$ cat src/aic_control_regs.vh
`ifndef AIC_CONTROL_REGS_VH
`define AIC_CONTROL_REGS_VH

// Instruction word fields, 12 bits, written 6XYn in octal
`define AIC_IOT_PREFIX     3'h6
`define AIC_IOT_PRE_HI     11
`define AIC_IOT_PRE_LO     9
`define AIC_IOT_DEV_HI     8
`define AIC_IOT_DEV_LO     3
`define AIC_IOT_OP_HI      2
`define AIC_IOT_OP_LO      0

// Operation codes in the low octal digit
`define AIC_OP_CLEAR_ALL   3'h0
`define AIC_OP_LOAD_CHAN   3'h1
`define AIC_OP_BEGIN       3'h2
`define AIC_OP_READ_RES    3'h3
`define AIC_OP_SKIP_DONE   3'h4
`define AIC_OP_SKIP_ERR    3'h5
`define AIC_OP_LOAD_EN     3'h6
`define AIC_OP_READ_REGS   3'h7

// Enable register, held as accumulator bits 2..7 (vector bits 9..4)
`define AIC_EN_HI          9
`define AIC_EN_LO          4
`define AIC_EN_DONE_INT    5
`define AIC_EN_ERR_INT     4
`define AIC_EN_EXT_START   3
`define AIC_EN_AUTO_INC    2
`define AIC_EN_UNIPOLAR    1
`define AIC_EN_UNUSED      0

// Channel register, accumulator bits 8..11 (vector bits 3..0)
`define AIC_CHAN_HI        3
`define AIC_CHAN_LO        0

// Reset values
`define AIC_RST_EN         6'h00
`define AIC_RST_CHAN       4'h0
`define AIC_RST_WORD       12'h000
`define AIC_RST_FLAG       1'b0

// Timing, in nanoseconds
`define AIC_CLK_NS         100
`define AIC_SETTLE_NS      11000
`define AIC_UPDATE_NS      1000

`endif

$ cat src/aic_control_unit.v
`timescale 1ns/1ps
`include "aic_control_regs.vh"

module aic_control_unit #(
	parameter DATA_W    = 10,
	parameter BUF_DEPTH = 2,
	parameter TIMER_W   = 8
) (
	// Clock, reset, enable
	input  wire               core_clk,
	input  wire               rst_b,
	input  wire               clk_en,
	// Device code switches, one means switch on
	input  wire [5:0]         code_switch_bank,
	// Processor I/O transfer bus
	input  wire               iot_valid,
	input  wire [11:0]        iot_word,
	input  wire [11:0]        accumulator_in,
	output reg  [11:0]        accumulator_out_r,
	output reg                accumulator_load_r,
	output reg                accumulator_clear_r,
	output reg                skip_r,
	output reg                iot_ack_r,
	output reg                interrupt_request_line_r,
	// Start sources
	input  wire               clock_overflow,
	input  wire               external_trigger_n,
	// Analog core side
	output reg  [3:0]         channel_selector_r,
	output reg                unipolar_mode_r,
	output reg                convert_go_r,
	input  wire               sar_valid,
	input  wire [DATA_W-1:0]  sar_data,
	output reg                sar_ready_r
);

	// Cycle counts rounded up from nanoseconds, then cut to the timer width
	localparam integer SETTLE_INT =
		(`AIC_SETTLE_NS + `AIC_CLK_NS - 1) / `AIC_CLK_NS;
	localparam integer UPDATE_INT =
		(`AIC_UPDATE_NS + `AIC_CLK_NS - 1) / `AIC_CLK_NS;
	localparam integer DEPTH_INT  = BUF_DEPTH;
	localparam [TIMER_W-1:0] SETTLE_CYC = SETTLE_INT[TIMER_W-1:0];
	localparam [TIMER_W-1:0] UPDATE_CYC = UPDATE_INT[TIMER_W-1:0];
	localparam [TIMER_W-1:0] T_ONE  = {{(TIMER_W-1){1'b0}}, 1'b1};
	localparam [TIMER_W-1:0] T_ZERO = {TIMER_W{1'b0}};
	// Buffer fill levels
	localparam [1:0] CNT_EMPTY = 2'h0;
	localparam [1:0] CNT_FULL  = DEPTH_INT[1:0];

	// Converter sequencing states
	localparam [2:0] ST_IDLE    = 3'h1;
	localparam [2:0] ST_SETTLE  = 3'h2;
	localparam [2:0] ST_CONVERT = 3'h4;

	// Matches one operation against a decoded instruction
	function is_op;
		input       hit;
		input [2:0] op;
		input [2:0] want;
		begin
			is_op = hit & (op == want);
		end
	endfunction

	// Sequencer and timers
	reg  [2:0]         state_r;
	reg  [2:0]         state_nxt;
	reg  [TIMER_W-1:0] settle_r;
	reg  [TIMER_W-1:0] update_r;

	// Status, enable and result registers
	reg                done_r;
	reg                err_r;
	reg  [5:0]         en_r;
	reg  [11:0]        result_r;
	reg                trig_prev_r;

	// Two-entry result buffer
	reg  [DATA_W-1:0]  buf_mem_r [0:BUF_DEPTH-1];
	reg                wr_ptr_r;
	reg                rd_ptr_r;
	reg  [1:0]         buf_cnt_r;

	// Decode strobes
	wire [5:0]  dev_code;
	wire        hit;
	wire [2:0]  op;
	wire        op_clear;
	wire        op_lchan;
	wire        op_begin;
	wire        op_read;
	wire        op_skd;
	wire        op_ske;
	wire        op_len;
	wire        op_regs;

	// Start and buffer control
	wire        ext_edge;
	wire        hw_start;
	wire        any_start;
	wire        busy;
	wire        push;
	wire        pop;
	wire        update_due;
	wire [1:0]  cnt_nxt;
	wire [DATA_W-1:0] buf_head;

	// Next values of the registered state
	reg  [TIMER_W-1:0] settle_nxt;
	reg  [TIMER_W-1:0] update_nxt;
	reg                done_nxt;
	reg                err_nxt;
	reg  [5:0]         en_nxt;
	reg  [3:0]         chan_nxt;
	reg  [11:0]        acc_word_nxt;
	reg                irq_nxt;

	// Switch off decodes a one; first used switch is bit 5
	assign dev_code = ~code_switch_bank;

	// Instruction decode
	assign hit = iot_valid
		& (iot_word[`AIC_IOT_PRE_HI:`AIC_IOT_PRE_LO] == `AIC_IOT_PREFIX)
		& (iot_word[`AIC_IOT_DEV_HI:`AIC_IOT_DEV_LO] == dev_code);
	assign op       = iot_word[`AIC_IOT_OP_HI:`AIC_IOT_OP_LO];
	assign op_clear = is_op(hit, op, `AIC_OP_CLEAR_ALL);
	assign op_lchan = is_op(hit, op, `AIC_OP_LOAD_CHAN);
	assign op_begin = is_op(hit, op, `AIC_OP_BEGIN);
	assign op_read  = is_op(hit, op, `AIC_OP_READ_RES);
	assign op_skd   = is_op(hit, op, `AIC_OP_SKIP_DONE);
	assign op_ske   = is_op(hit, op, `AIC_OP_SKIP_ERR);
	assign op_len   = is_op(hit, op, `AIC_OP_LOAD_EN);
	assign op_regs  = is_op(hit, op, `AIC_OP_READ_REGS);

	// Start sources; hardware starts gated by enable
	assign ext_edge  = trig_prev_r & ~external_trigger_n;
	assign hw_start  = en_r[`AIC_EN_EXT_START] & (clock_overflow | ext_edge);
	assign any_start = op_begin | hw_start;
	assign busy      = ~state_r[0];

	// Buffer handshakes and delayed update
	assign push       = sar_valid & sar_ready_r & state_r[2];
	assign update_due = (update_r == T_ONE);
	assign pop        = update_due & (buf_cnt_r != CNT_EMPTY);
	assign cnt_nxt    = buf_cnt_r + {1'b0, push} - {1'b0, pop};
	assign buf_head   = buf_mem_r[rd_ptr_r];

	// Sequencer next state
	always @* begin
		state_nxt = state_r;
		case (state_r)
			ST_IDLE: begin
				if (any_start)
					state_nxt = ST_SETTLE;
			end
			ST_SETTLE: begin
				if (settle_r == T_ONE)
					state_nxt = ST_CONVERT;
			end
			ST_CONVERT: begin
				if (push)
					state_nxt = ST_IDLE;
			end
			default: state_nxt = ST_IDLE;
		endcase
	end

	// Settle countdown, loaded by an accepted start
	always @* begin
		settle_nxt = settle_r;
		if (state_r[0] & any_start)
			settle_nxt = SETTLE_CYC;
		else if (settle_r != T_ZERO)
			settle_nxt = settle_r - T_ONE;
	end

	// Sequencer, settle timer and conversion kick
	always @(posedge core_clk) begin
		if (!rst_b) begin
			state_r      <= ST_IDLE;
			settle_r     <= T_ZERO;
			convert_go_r <= 1'b0;
		end else if (clk_en) begin
			state_r      <= state_nxt;
			settle_r     <= settle_nxt;
			convert_go_r <= state_r[1] & (settle_r == T_ONE);
		end
	end

	// Trigger history; starts high so reset shows no false edge
	always @(posedge core_clk) begin
		if (!rst_b)
			trig_prev_r <= 1'b1;
		else if (clk_en)
			trig_prev_r <= external_trigger_n;
	end

	// Two-entry result buffer between converter and result word
	always @(posedge core_clk) begin
		if (!rst_b) begin
			wr_ptr_r    <= 1'b0;
			rd_ptr_r    <= 1'b0;
			buf_cnt_r   <= 2'h0;
			sar_ready_r <= 1'b0;
		end else if (clk_en) begin
			if (push)
				wr_ptr_r <= ~wr_ptr_r;
			if (pop)
				rd_ptr_r <= ~rd_ptr_r;
			buf_cnt_r   <= cnt_nxt;
			sar_ready_r <= (cnt_nxt != CNT_FULL);
		end
	end

	// Buffer storage, written only on an accepted result
	always @(posedge core_clk) begin
		if (clk_en & push)
			buf_mem_r[wr_ptr_r] <= sar_data;
	end

	// Update delay: restarted by a new result or a waiting second entry
	always @* begin
		update_nxt = update_r;
		if (push)
			update_nxt = UPDATE_CYC;
		else if (update_due & (cnt_nxt != CNT_EMPTY))
			update_nxt = UPDATE_CYC;
		else if (update_r != T_ZERO)
			update_nxt = update_r - T_ONE;
	end

	// Delay from done to result update
	always @(posedge core_clk) begin
		if (!rst_b) begin
			update_r <= T_ZERO;
			result_r <= `AIC_RST_WORD;
		end else if (clk_en) begin
			update_r <= update_nxt;
			if (pop)
				result_r <= {{(12-DATA_W){buf_head[DATA_W-1]}}, buf_head};
		end
	end

	// Status flag next values; a hardware set wins over a clear
	always @* begin
		done_nxt = done_r;
		err_nxt  = err_r;
		if (op_clear | op_begin | op_read)
			done_nxt = 1'b0;
		if (push)
			done_nxt = 1'b1;
		if (op_clear | op_begin)
			err_nxt = 1'b0;
		if ((any_start & busy) | (pop & op_read))
			err_nxt = 1'b1;
	end

	// Status flags
	always @(posedge core_clk) begin
		if (!rst_b) begin
			done_r <= `AIC_RST_FLAG;
			err_r  <= `AIC_RST_FLAG;
		end else if (clk_en) begin
			done_r <= done_nxt;
			err_r  <= err_nxt;
		end
	end

	// Enable and channel next values
	always @* begin
		en_nxt   = en_r;
		chan_nxt = channel_selector_r;
		if (op_clear) begin
			en_nxt   = `AIC_RST_EN;
			chan_nxt = `AIC_RST_CHAN;
		end else begin
			if (op_len)
				en_nxt = {accumulator_in[`AIC_EN_HI:`AIC_EN_LO+1], 1'b0};
			if (op_lchan)
				chan_nxt = accumulator_in[`AIC_CHAN_HI:`AIC_CHAN_LO];
			else if (push & en_r[`AIC_EN_AUTO_INC])
				chan_nxt = channel_selector_r + 4'h1;
		end
	end

	// Enable and channel registers; range output follows its enable bit
	always @(posedge core_clk) begin
		if (!rst_b) begin
			en_r               <= `AIC_RST_EN;
			channel_selector_r <= `AIC_RST_CHAN;
			unipolar_mode_r    <= 1'b0;
		end else if (clk_en) begin
			en_r               <= en_nxt;
			channel_selector_r <= chan_nxt;
			unipolar_mode_r    <= en_nxt[`AIC_EN_UNIPOLAR];
		end
	end

	// Word handed to the processor for the two read operations
	always @* begin
		acc_word_nxt = `AIC_RST_WORD;
		if (op_read)
			acc_word_nxt = result_r;
		else if (op_regs)
			acc_word_nxt = {done_r, err_r, en_r, channel_selector_r};
	end

	// Processor answer pulses: acknowledge, clear, load, skip
	always @(posedge core_clk) begin
		if (!rst_b) begin
			accumulator_load_r  <= 1'b0;
			accumulator_clear_r <= 1'b0;
			skip_r              <= 1'b0;
			iot_ack_r           <= 1'b0;
		end else if (clk_en) begin
			iot_ack_r           <= hit;
			accumulator_clear_r <= op_lchan | op_len;
			accumulator_load_r  <= op_read | op_regs;
			skip_r <= (op_skd & done_r) | (op_ske & err_r);
		end
	end

	// Processor answer data, zero outside the read operations
	always @(posedge core_clk) begin
		if (!rst_b)
			accumulator_out_r <= `AIC_RST_WORD;
		else if (clk_en)
			accumulator_out_r <= acc_word_nxt;
	end

	// Interrupt request from enabled flags
	always @* begin
		irq_nxt = (done_r & en_r[`AIC_EN_DONE_INT])
			| (err_r & en_r[`AIC_EN_ERR_INT]);
	end

	// Registered interrupt line, one cycle behind the flags
	always @(posedge core_clk) begin
		if (!rst_b)
			interrupt_request_line_r <= 1'b0;
		else if (clk_en)
			interrupt_request_line_r <= irq_nxt;
	end

endmodule // aic_control_unit

$ cat config.mk
export PLATFORM = sky130hd
export DESIGN_NAME = aic_control_unit
export DESIGN_NICKNAME = d
export VERILOG_FILES = /design/src/aic_control_unit.v
export VERILOG_INCLUDE_DIRS = /design/src /design/src/src
export SDC_FILE = /design/constraint.sdc
export NUM_CORES = 1
export LEC_CHECK = 0
export ABC_AREA = 1
export BUFFER_PORTS_ARGS = -buffer_cell sky130_fd_sc_hd__buf_2
export CAP_MARGIN = 30
export CORE_MARGIN = 2
export CORE_UTILIZATION = 45
export CTS_BUF_LIST = sky130_fd_sc_hd__clkbuf_8 sky130_fd_sc_hd__clkbuf_16
export CTS_CLUSTER_SIZE = 20
export DETAILED_ROUTE_END_ITERATION = 8
export PLACE_DENSITY = 0.8
export SYNTH_ARGS = -nofsm -noshare
export SYNTH_HDL_FRONTEND = slang
export SYNTH_SLANG_ARGS = --single-unit
export TNS_END_PERCENT = 1
$ cat constraint.sdc
create_clock -name core_clk -period 2.2 [get_ports core_clk]
set_clock_uncertainty 0.05 [all_clocks]
set_input_delay 0.33 -clock core_clk [delete_from_list [all_inputs] [get_ports core_clk]]
set_output_delay 0.33 -clock core_clk [all_outputs]
set_load 0.02 [all_outputs]
Yosys cells after proc, flatten, opt, wreduce, memory -nomap -nowiden
Memories as Yosys holds them, arrays and structs flattened. A register that Yosys moved wholly into a read port is not among the register bits.
Index checks and enable logic that the tools add are counted.
- register bits: 55
- memory bits (read-only): 0
- logic and storage cells: 127
- input port bits: 47
- memories kept: 1
- bits in latches: 0
- RAM bits: 20
- memories (memory ; depth ; bits a word ; read ports ; clocked after memory_dff ; write ports ; line ; source):
    buf_mem_r ; 2 ; 10 ; 1 ; 1 ; 1 ; aic_control_unit.v:80 ; reg [DATA_W-1:0] buf_mem_r [0:BUF_DEPTH-1];
- divide/modulo/power cells: 0
- add/subtract/negate cells: 5
- equal/unequal tests: 18
- shift operators: 0
- $mul: 0
- reductions and logical operators: 21
- mux-type cells: 22
- bitwise gates (word level): 40
- $lt $le $gt $ge: 0
- operator list (kind ; count):
    $mux W8 ; 5
    $and A1 B1 Y1 ; 26
    $mux W12 ; 2
    $eq A3 B3 Y1 const B ; 6
    $eq A8 B1 Y1 const B ; 2
    $reduce_and A2 Y1 ; 8
    $reduce_bool A8 Y1 ; 2
    $sub A8 B1 Y8 const B ; 2
    $mux W4 ; 3
    $mux W6 ; 2
    $reduce_bool A2 Y1 ; 6
    $eq A3 B2 Y1 const B ; 3
    $mux W3 ; 3
    $or A1 B1 Y1 ; 9
    $pmux W3 S3 ; 1
    $ne A2 B2 Y1 const B ; 4
    $eq A3 B1 Y1 const B ; 2
    $eq A6 B6 Y1 ; 1
    $mux W1 ; 6
    $not A6 Y6 ; 1
    $reduce_bool A3 Y1 ; 2
    $add A4 B1 Y4 const B ; 1
    $not A1 Y1 ; 4
    $reduce_and A4 Y1 ; 1
    4 further kinds ; 4

Longest topological paths before layout
- word-level depth: 9
- gate-level depth with buffers: 20
- gate-level depth less buffers: 20

Least setup slack after synthesis
Ideal clock, no wire load.
- path type: reg2reg
- start point: register update_r[1]
- end point: register update_r[3]
- clock period less this slack: 2104 ps
- slack: 96 ps
- arrival: 1941 ps
- stages on the path, launching flop included: 19
- data required time: 2037 ps
- buffers on the path: 0
- cell sequence: dfxtp_1 > inv_1 > ha_1 > nand2_4 > nor2_8 > nand2_1 > nand2_1 > nand2_1 > ha_1 > inv_1 > nand2_1 > nand2_1 > nand4_1 > nand3_2 > nand2_4 > nand3_4 > nand2_4 > nor2_1 > nor2_1
- longest elaborated chain between the ends: 7
- elaborated cells between the ends (all ways): 12
- ends and longest elaborated chain (what ; line ; source):
    start, declared ; aic_control_unit.v:70 ; reg [TIMER_W-1:0] update_r;
    start signal, assigned ; aic_control_unit.v:239 ; update_r <= update_nxt;
    $eq A8 B1 Y1 ; aic_control_unit.v:144 ; assign update_due = (update_r == T_ONE);
    $and A1 B1 Y1 ; aic_control_unit.v:145 ; assign pop = update_due & (buf_cnt_r != CNT_EMPTY);
    $sub A2 B1 Y2 ; aic_control_unit.v:146 ; assign cnt_nxt = buf_cnt_r + {1'b0, push} - {1'b0, pop};
    $reduce_bool A2 Y1 ; aic_control_unit.v:227 ; else if (update_due & (cnt_nxt != CNT_EMPTY))
    $and A1 B1 Y1 ; aic_control_unit.v:227 ;
    $reduce_bool A3 Y1 (no line) or $mux W8 (tied branches) ; n/a ;
    $reduce_and A2 Y1 (no line) or $mux W8 (tied branches) ; n/a ;
Parallel ways exist; a longest one is shown, timed or not. The select of a mux whose other input is x is not followed.
A chain may end at the register's enable or synchronous reset.

Worst setup path in the final report
- start point: register update_r[1]
- end point: register update_r[6]
Same word-level chain as after synthesis.

==> flow_summary_export.csv <==
group,metric,value,unit
pwr,peakVddDrop,0.465,mV
critical_path,slowest_stage,"dfxtp_2",
final_layout,final_common_cell,"nand2_1",
critical_path,cp.required,2.41,ns
die,ios,71,
final_layout,final_cell_mix,"130 x nand2_1, 77 x nor2_1, 76 x inv_1",
pwr,p_seq_share,44.7,%
synthesis,ys_types,36,
worst_hold_path,hp-class,"input port to flip-flop",
final_layout,drive_gt1_share,21.1,%
route,ant_nets,0,
critical_path,endpoint_kind,"flip-flop",
place,dp_cells,762,
synthesis,synth_seq_cells,84,
critical_path,worstSetupStartpointType,"flip-flop",
pwr,p_clk_share,25.4,%
final_layout,syn2layout_area_growth,19.1,%
clock_network,cts_max_level,3,
synthesis,synth.area.top_cells,"dfxtp_1 30%, edfxtp_1 14%, nand2_1 12%",
die,fp.dieArea,10300,sq um
global_route,track_usage,20.5,%
synthesis,yosysWarnings,0,
global_route,antenna_found_initial,0,
die,initial_core_util,46.4,%
sta,max_slew_margin,74.0,%
synthesis,syn_inst,584,
synthesis,synth_area,4270,sq um
place,routabilityCongestion,0.826,
critical_path,crit_top_cell,"nand2_2",
route,vias_per_cell,5.11,
place,place_hpwl,7.22,mm
flow_run,drv_cap,0,
die,rows,35,
sta,hold_ws,0.109,ns
critical_path,cpLargestDelayFamily,"simple AND/OR/NAND/NOR gates",
synthesis,synth_top_cell_area_share,30.0,%
final_layout,fin_cells,780,
route,vias,3989,
die,core,9200,sq um
global_route,grt_overflow,0,
final_layout,nNetsFinal,719,
route,routedWlPerCell,12.7,um
synthesis,ys_seq_area_share,44.1,%
global_route,grt_max_degree,30,
clock_network,cts_buffers,9,
clock_network,cts_tree,"built",
outcome,status,"completed",
clock_network,clkLatencyLatePin,0.36,ns
route,drt_first_pass_iters,5,
sta,finalHoldViolCount,0,
critical_path,path_buf_inv,3,
critical_path,crit_type,"flip-flop to flip-flop",
pwr,combPwrFrac,30.0,%
pwr,switchingPower,1.40,mW
final_layout,diodes,0,
route,drt-total-wl,9.89,mm
global_route,grt_pass1_wl,16.7,mm
global_route,grt_pass1_vias,3856,
critical_path,worstPathArrival,2.38,ns
place,placed_cell_area,4800,sq um
sta,setup_violations,0,
synthesis,synth_area_leader_cell,"dfxtp_1",
synthesis,syn_area_per_cell,7.30,sq um
critical_path,crit_path_max_incr_delay,0.33,ns
final_layout,finalInstanceArea,5080,sq um
synthesis,synthesis.nets,638,
die,die_h,101,um
route,drtIter0Drc,267,
pwr,p_int,2.59,mW
sta,slew_viol_final,0,
pwr,p_sw_share,35.2,%
sta,setup_tns,0,ns
sta,tightest_slew,0.389,ns
pwr,leakagePower,2.40,nW
sta,finalCritPeriodShare,98.8,%
die,dieWidth,101,um
critical_path,crit_fanout,8,
sta,period_needed,2.17,ns
place,io_buffers,67,
route,drc_errors,0,
critical_path,path_cells,"inv_2, ha_4, nand2_4, nor2_8, nand2_4, nand2_2, nand2_2, ha_4, inv_2, nand2_2, nand2_2, inv_1, nand2_2, nand3_4, nand2_4, nand3_4, nand2_8, nand2_1, nand2_1, nor2_1",
clock_network,cts_root_buffer,"clkbuf_8",
clock_network,path_clk_slew,0.09,ns
clock_network,clock_path_buffers,2,
clock_network,cts_num_sinks,84,
sta,rsz0062_at_grt,"true",
pwr,power.density,786,nW/um^2
sta,max_freq,460,MHz
==> per-layer routing <==
layer	vias up	part of all wire, %	track usage, %	routed length, um
met5	-	0	0	0
met4	0	1.0	6.34	103
met3	13	5.5	4.83	540
met2	102	53	38.1	5270
met1	1833	40	23.0	3980
li1	2041	-	-	-
==> cells in the mapped netlist <==
| cell type | count |
|---|---|
| xnor2_1 | 5 |
| nor3_1 | 6 |
| o22ai_1 | 2 |
| buf_4 | 2 |
| buf_1 | 2 |
| buf_2 | 3 |
| clkbuf_1 | 11 |
| nand4_1 | 14 |
| nand2_2 | 4 |
| ha_1 | 7 |
| inv_2 | 1 |
| nor2_8 | 1 |
| nor4_1 | 1 |
| inv_1 | 78 |
| o211ai_1 | 1 |
| a31oi_1 | 10 |
| nor2_1 | 78 |
| edfxtp_1 | 20 |
| clkinv_1 | 1 |
| nand2_4 | 3 |
| nor2_2 | 6 |
| nand3_4 | 1 |
| or2_2 | 1 |
| o21ai_1 | 5 |
| nor2_4 | 2 |
| dfxtp_1 | 64 |
| nor3_4 | 1 |
| a41oi_1 | 1 |
| o21ai_0 | 26 |
| a211oi_1 | 1 |
| a21oi_1 | 35 |
| nand3b_1 | 1 |
| nand2_1 | 136 |
| xor2_1 | 12 |
| nand3_1 | 39 |
| nand3_2 | 3 |
==> area by class of cell <==
cell class              instances  area, sq um
fillers                       852         4120
multi-input cells             403         2090
flip-flops and latches         84         1890
repair buffers                 87          485
inverters                      80          300
well taps                     111          139
clock buffers                   9          124
clock inverters                 6         53.8
==> power by group through the flow <==
| stage | clock, mW | sequential, mW | combinational [mW] |
|---|---|---|---|
| after floorplan | 0 | 1.81 | 0.845 |
| after global placement | 0 | 1.80 | 1.08 |
| after detailed placement | 0 | 1.81 | 1.12 |
| after CTS | 1.03 | 1.78 | 1.15 |
| after global routing | 1.12 | 1.80 | 1.37 |
| final | 1.01 | 1.78 | 1.20 |
==> cells by family after synthesis <==
group / share of synthesized area (%)
DFF: 44.1
xor gates and xnor gates: 3.49
AOI/OAI and AO/OA: 10.1
buffers and inverters: 8.89
adders and majority gates: 2.05
and+or+nand+nor: 31.4
==> repair_timing <==
action                                  in CTS  in global routing
hold buffers                                 0                  0
pin swaps                                    5                 13
setup buffers                                1                  1
cloned                                       1                  0
gates resized for setup                      5                 16
endpoints found under the setup margin       4                  8
==> stage by stage <==
stage          utilization, %  worst slack (ns)  power (mW)
2_1_floorplan               -            0.0961        2.66
5_1_grt                  55.2            -0.175        4.29
3_3_place_gp             52.1            0.0750        2.88
3_5_place_dp             52.1           -0.0558        2.93
4_1_cts                  54.4          -0.00384        3.97
6_report                 55.2            0.0265        3.99
==> registers in the layout, indices dropped and copies added, names as in the netlist, 2 cells and up <==
signal              cells
update_r                8
accumulator_out_r      12
buf_cnt_r               2
en_r                    5
channel_selector_r      4
state_r                 3
settle_r                8
result_r               10
buf_mem_r              20
==> final timing paths <==
kind	startpoint	end	slack, ns	depth (start not counted)
worst min-delay path	sar_data[2]	buf_mem_r[1][2]	0.11	1
worst max register to register	update_r[1]	update_r[6]	0.03	20
worst min register to register	iot_ack_r	iot_ack_r	0.42	2
worst max-delay path	update_r[1]	update_r[6]	0.03	20
(Power assumes the default switching activity.)
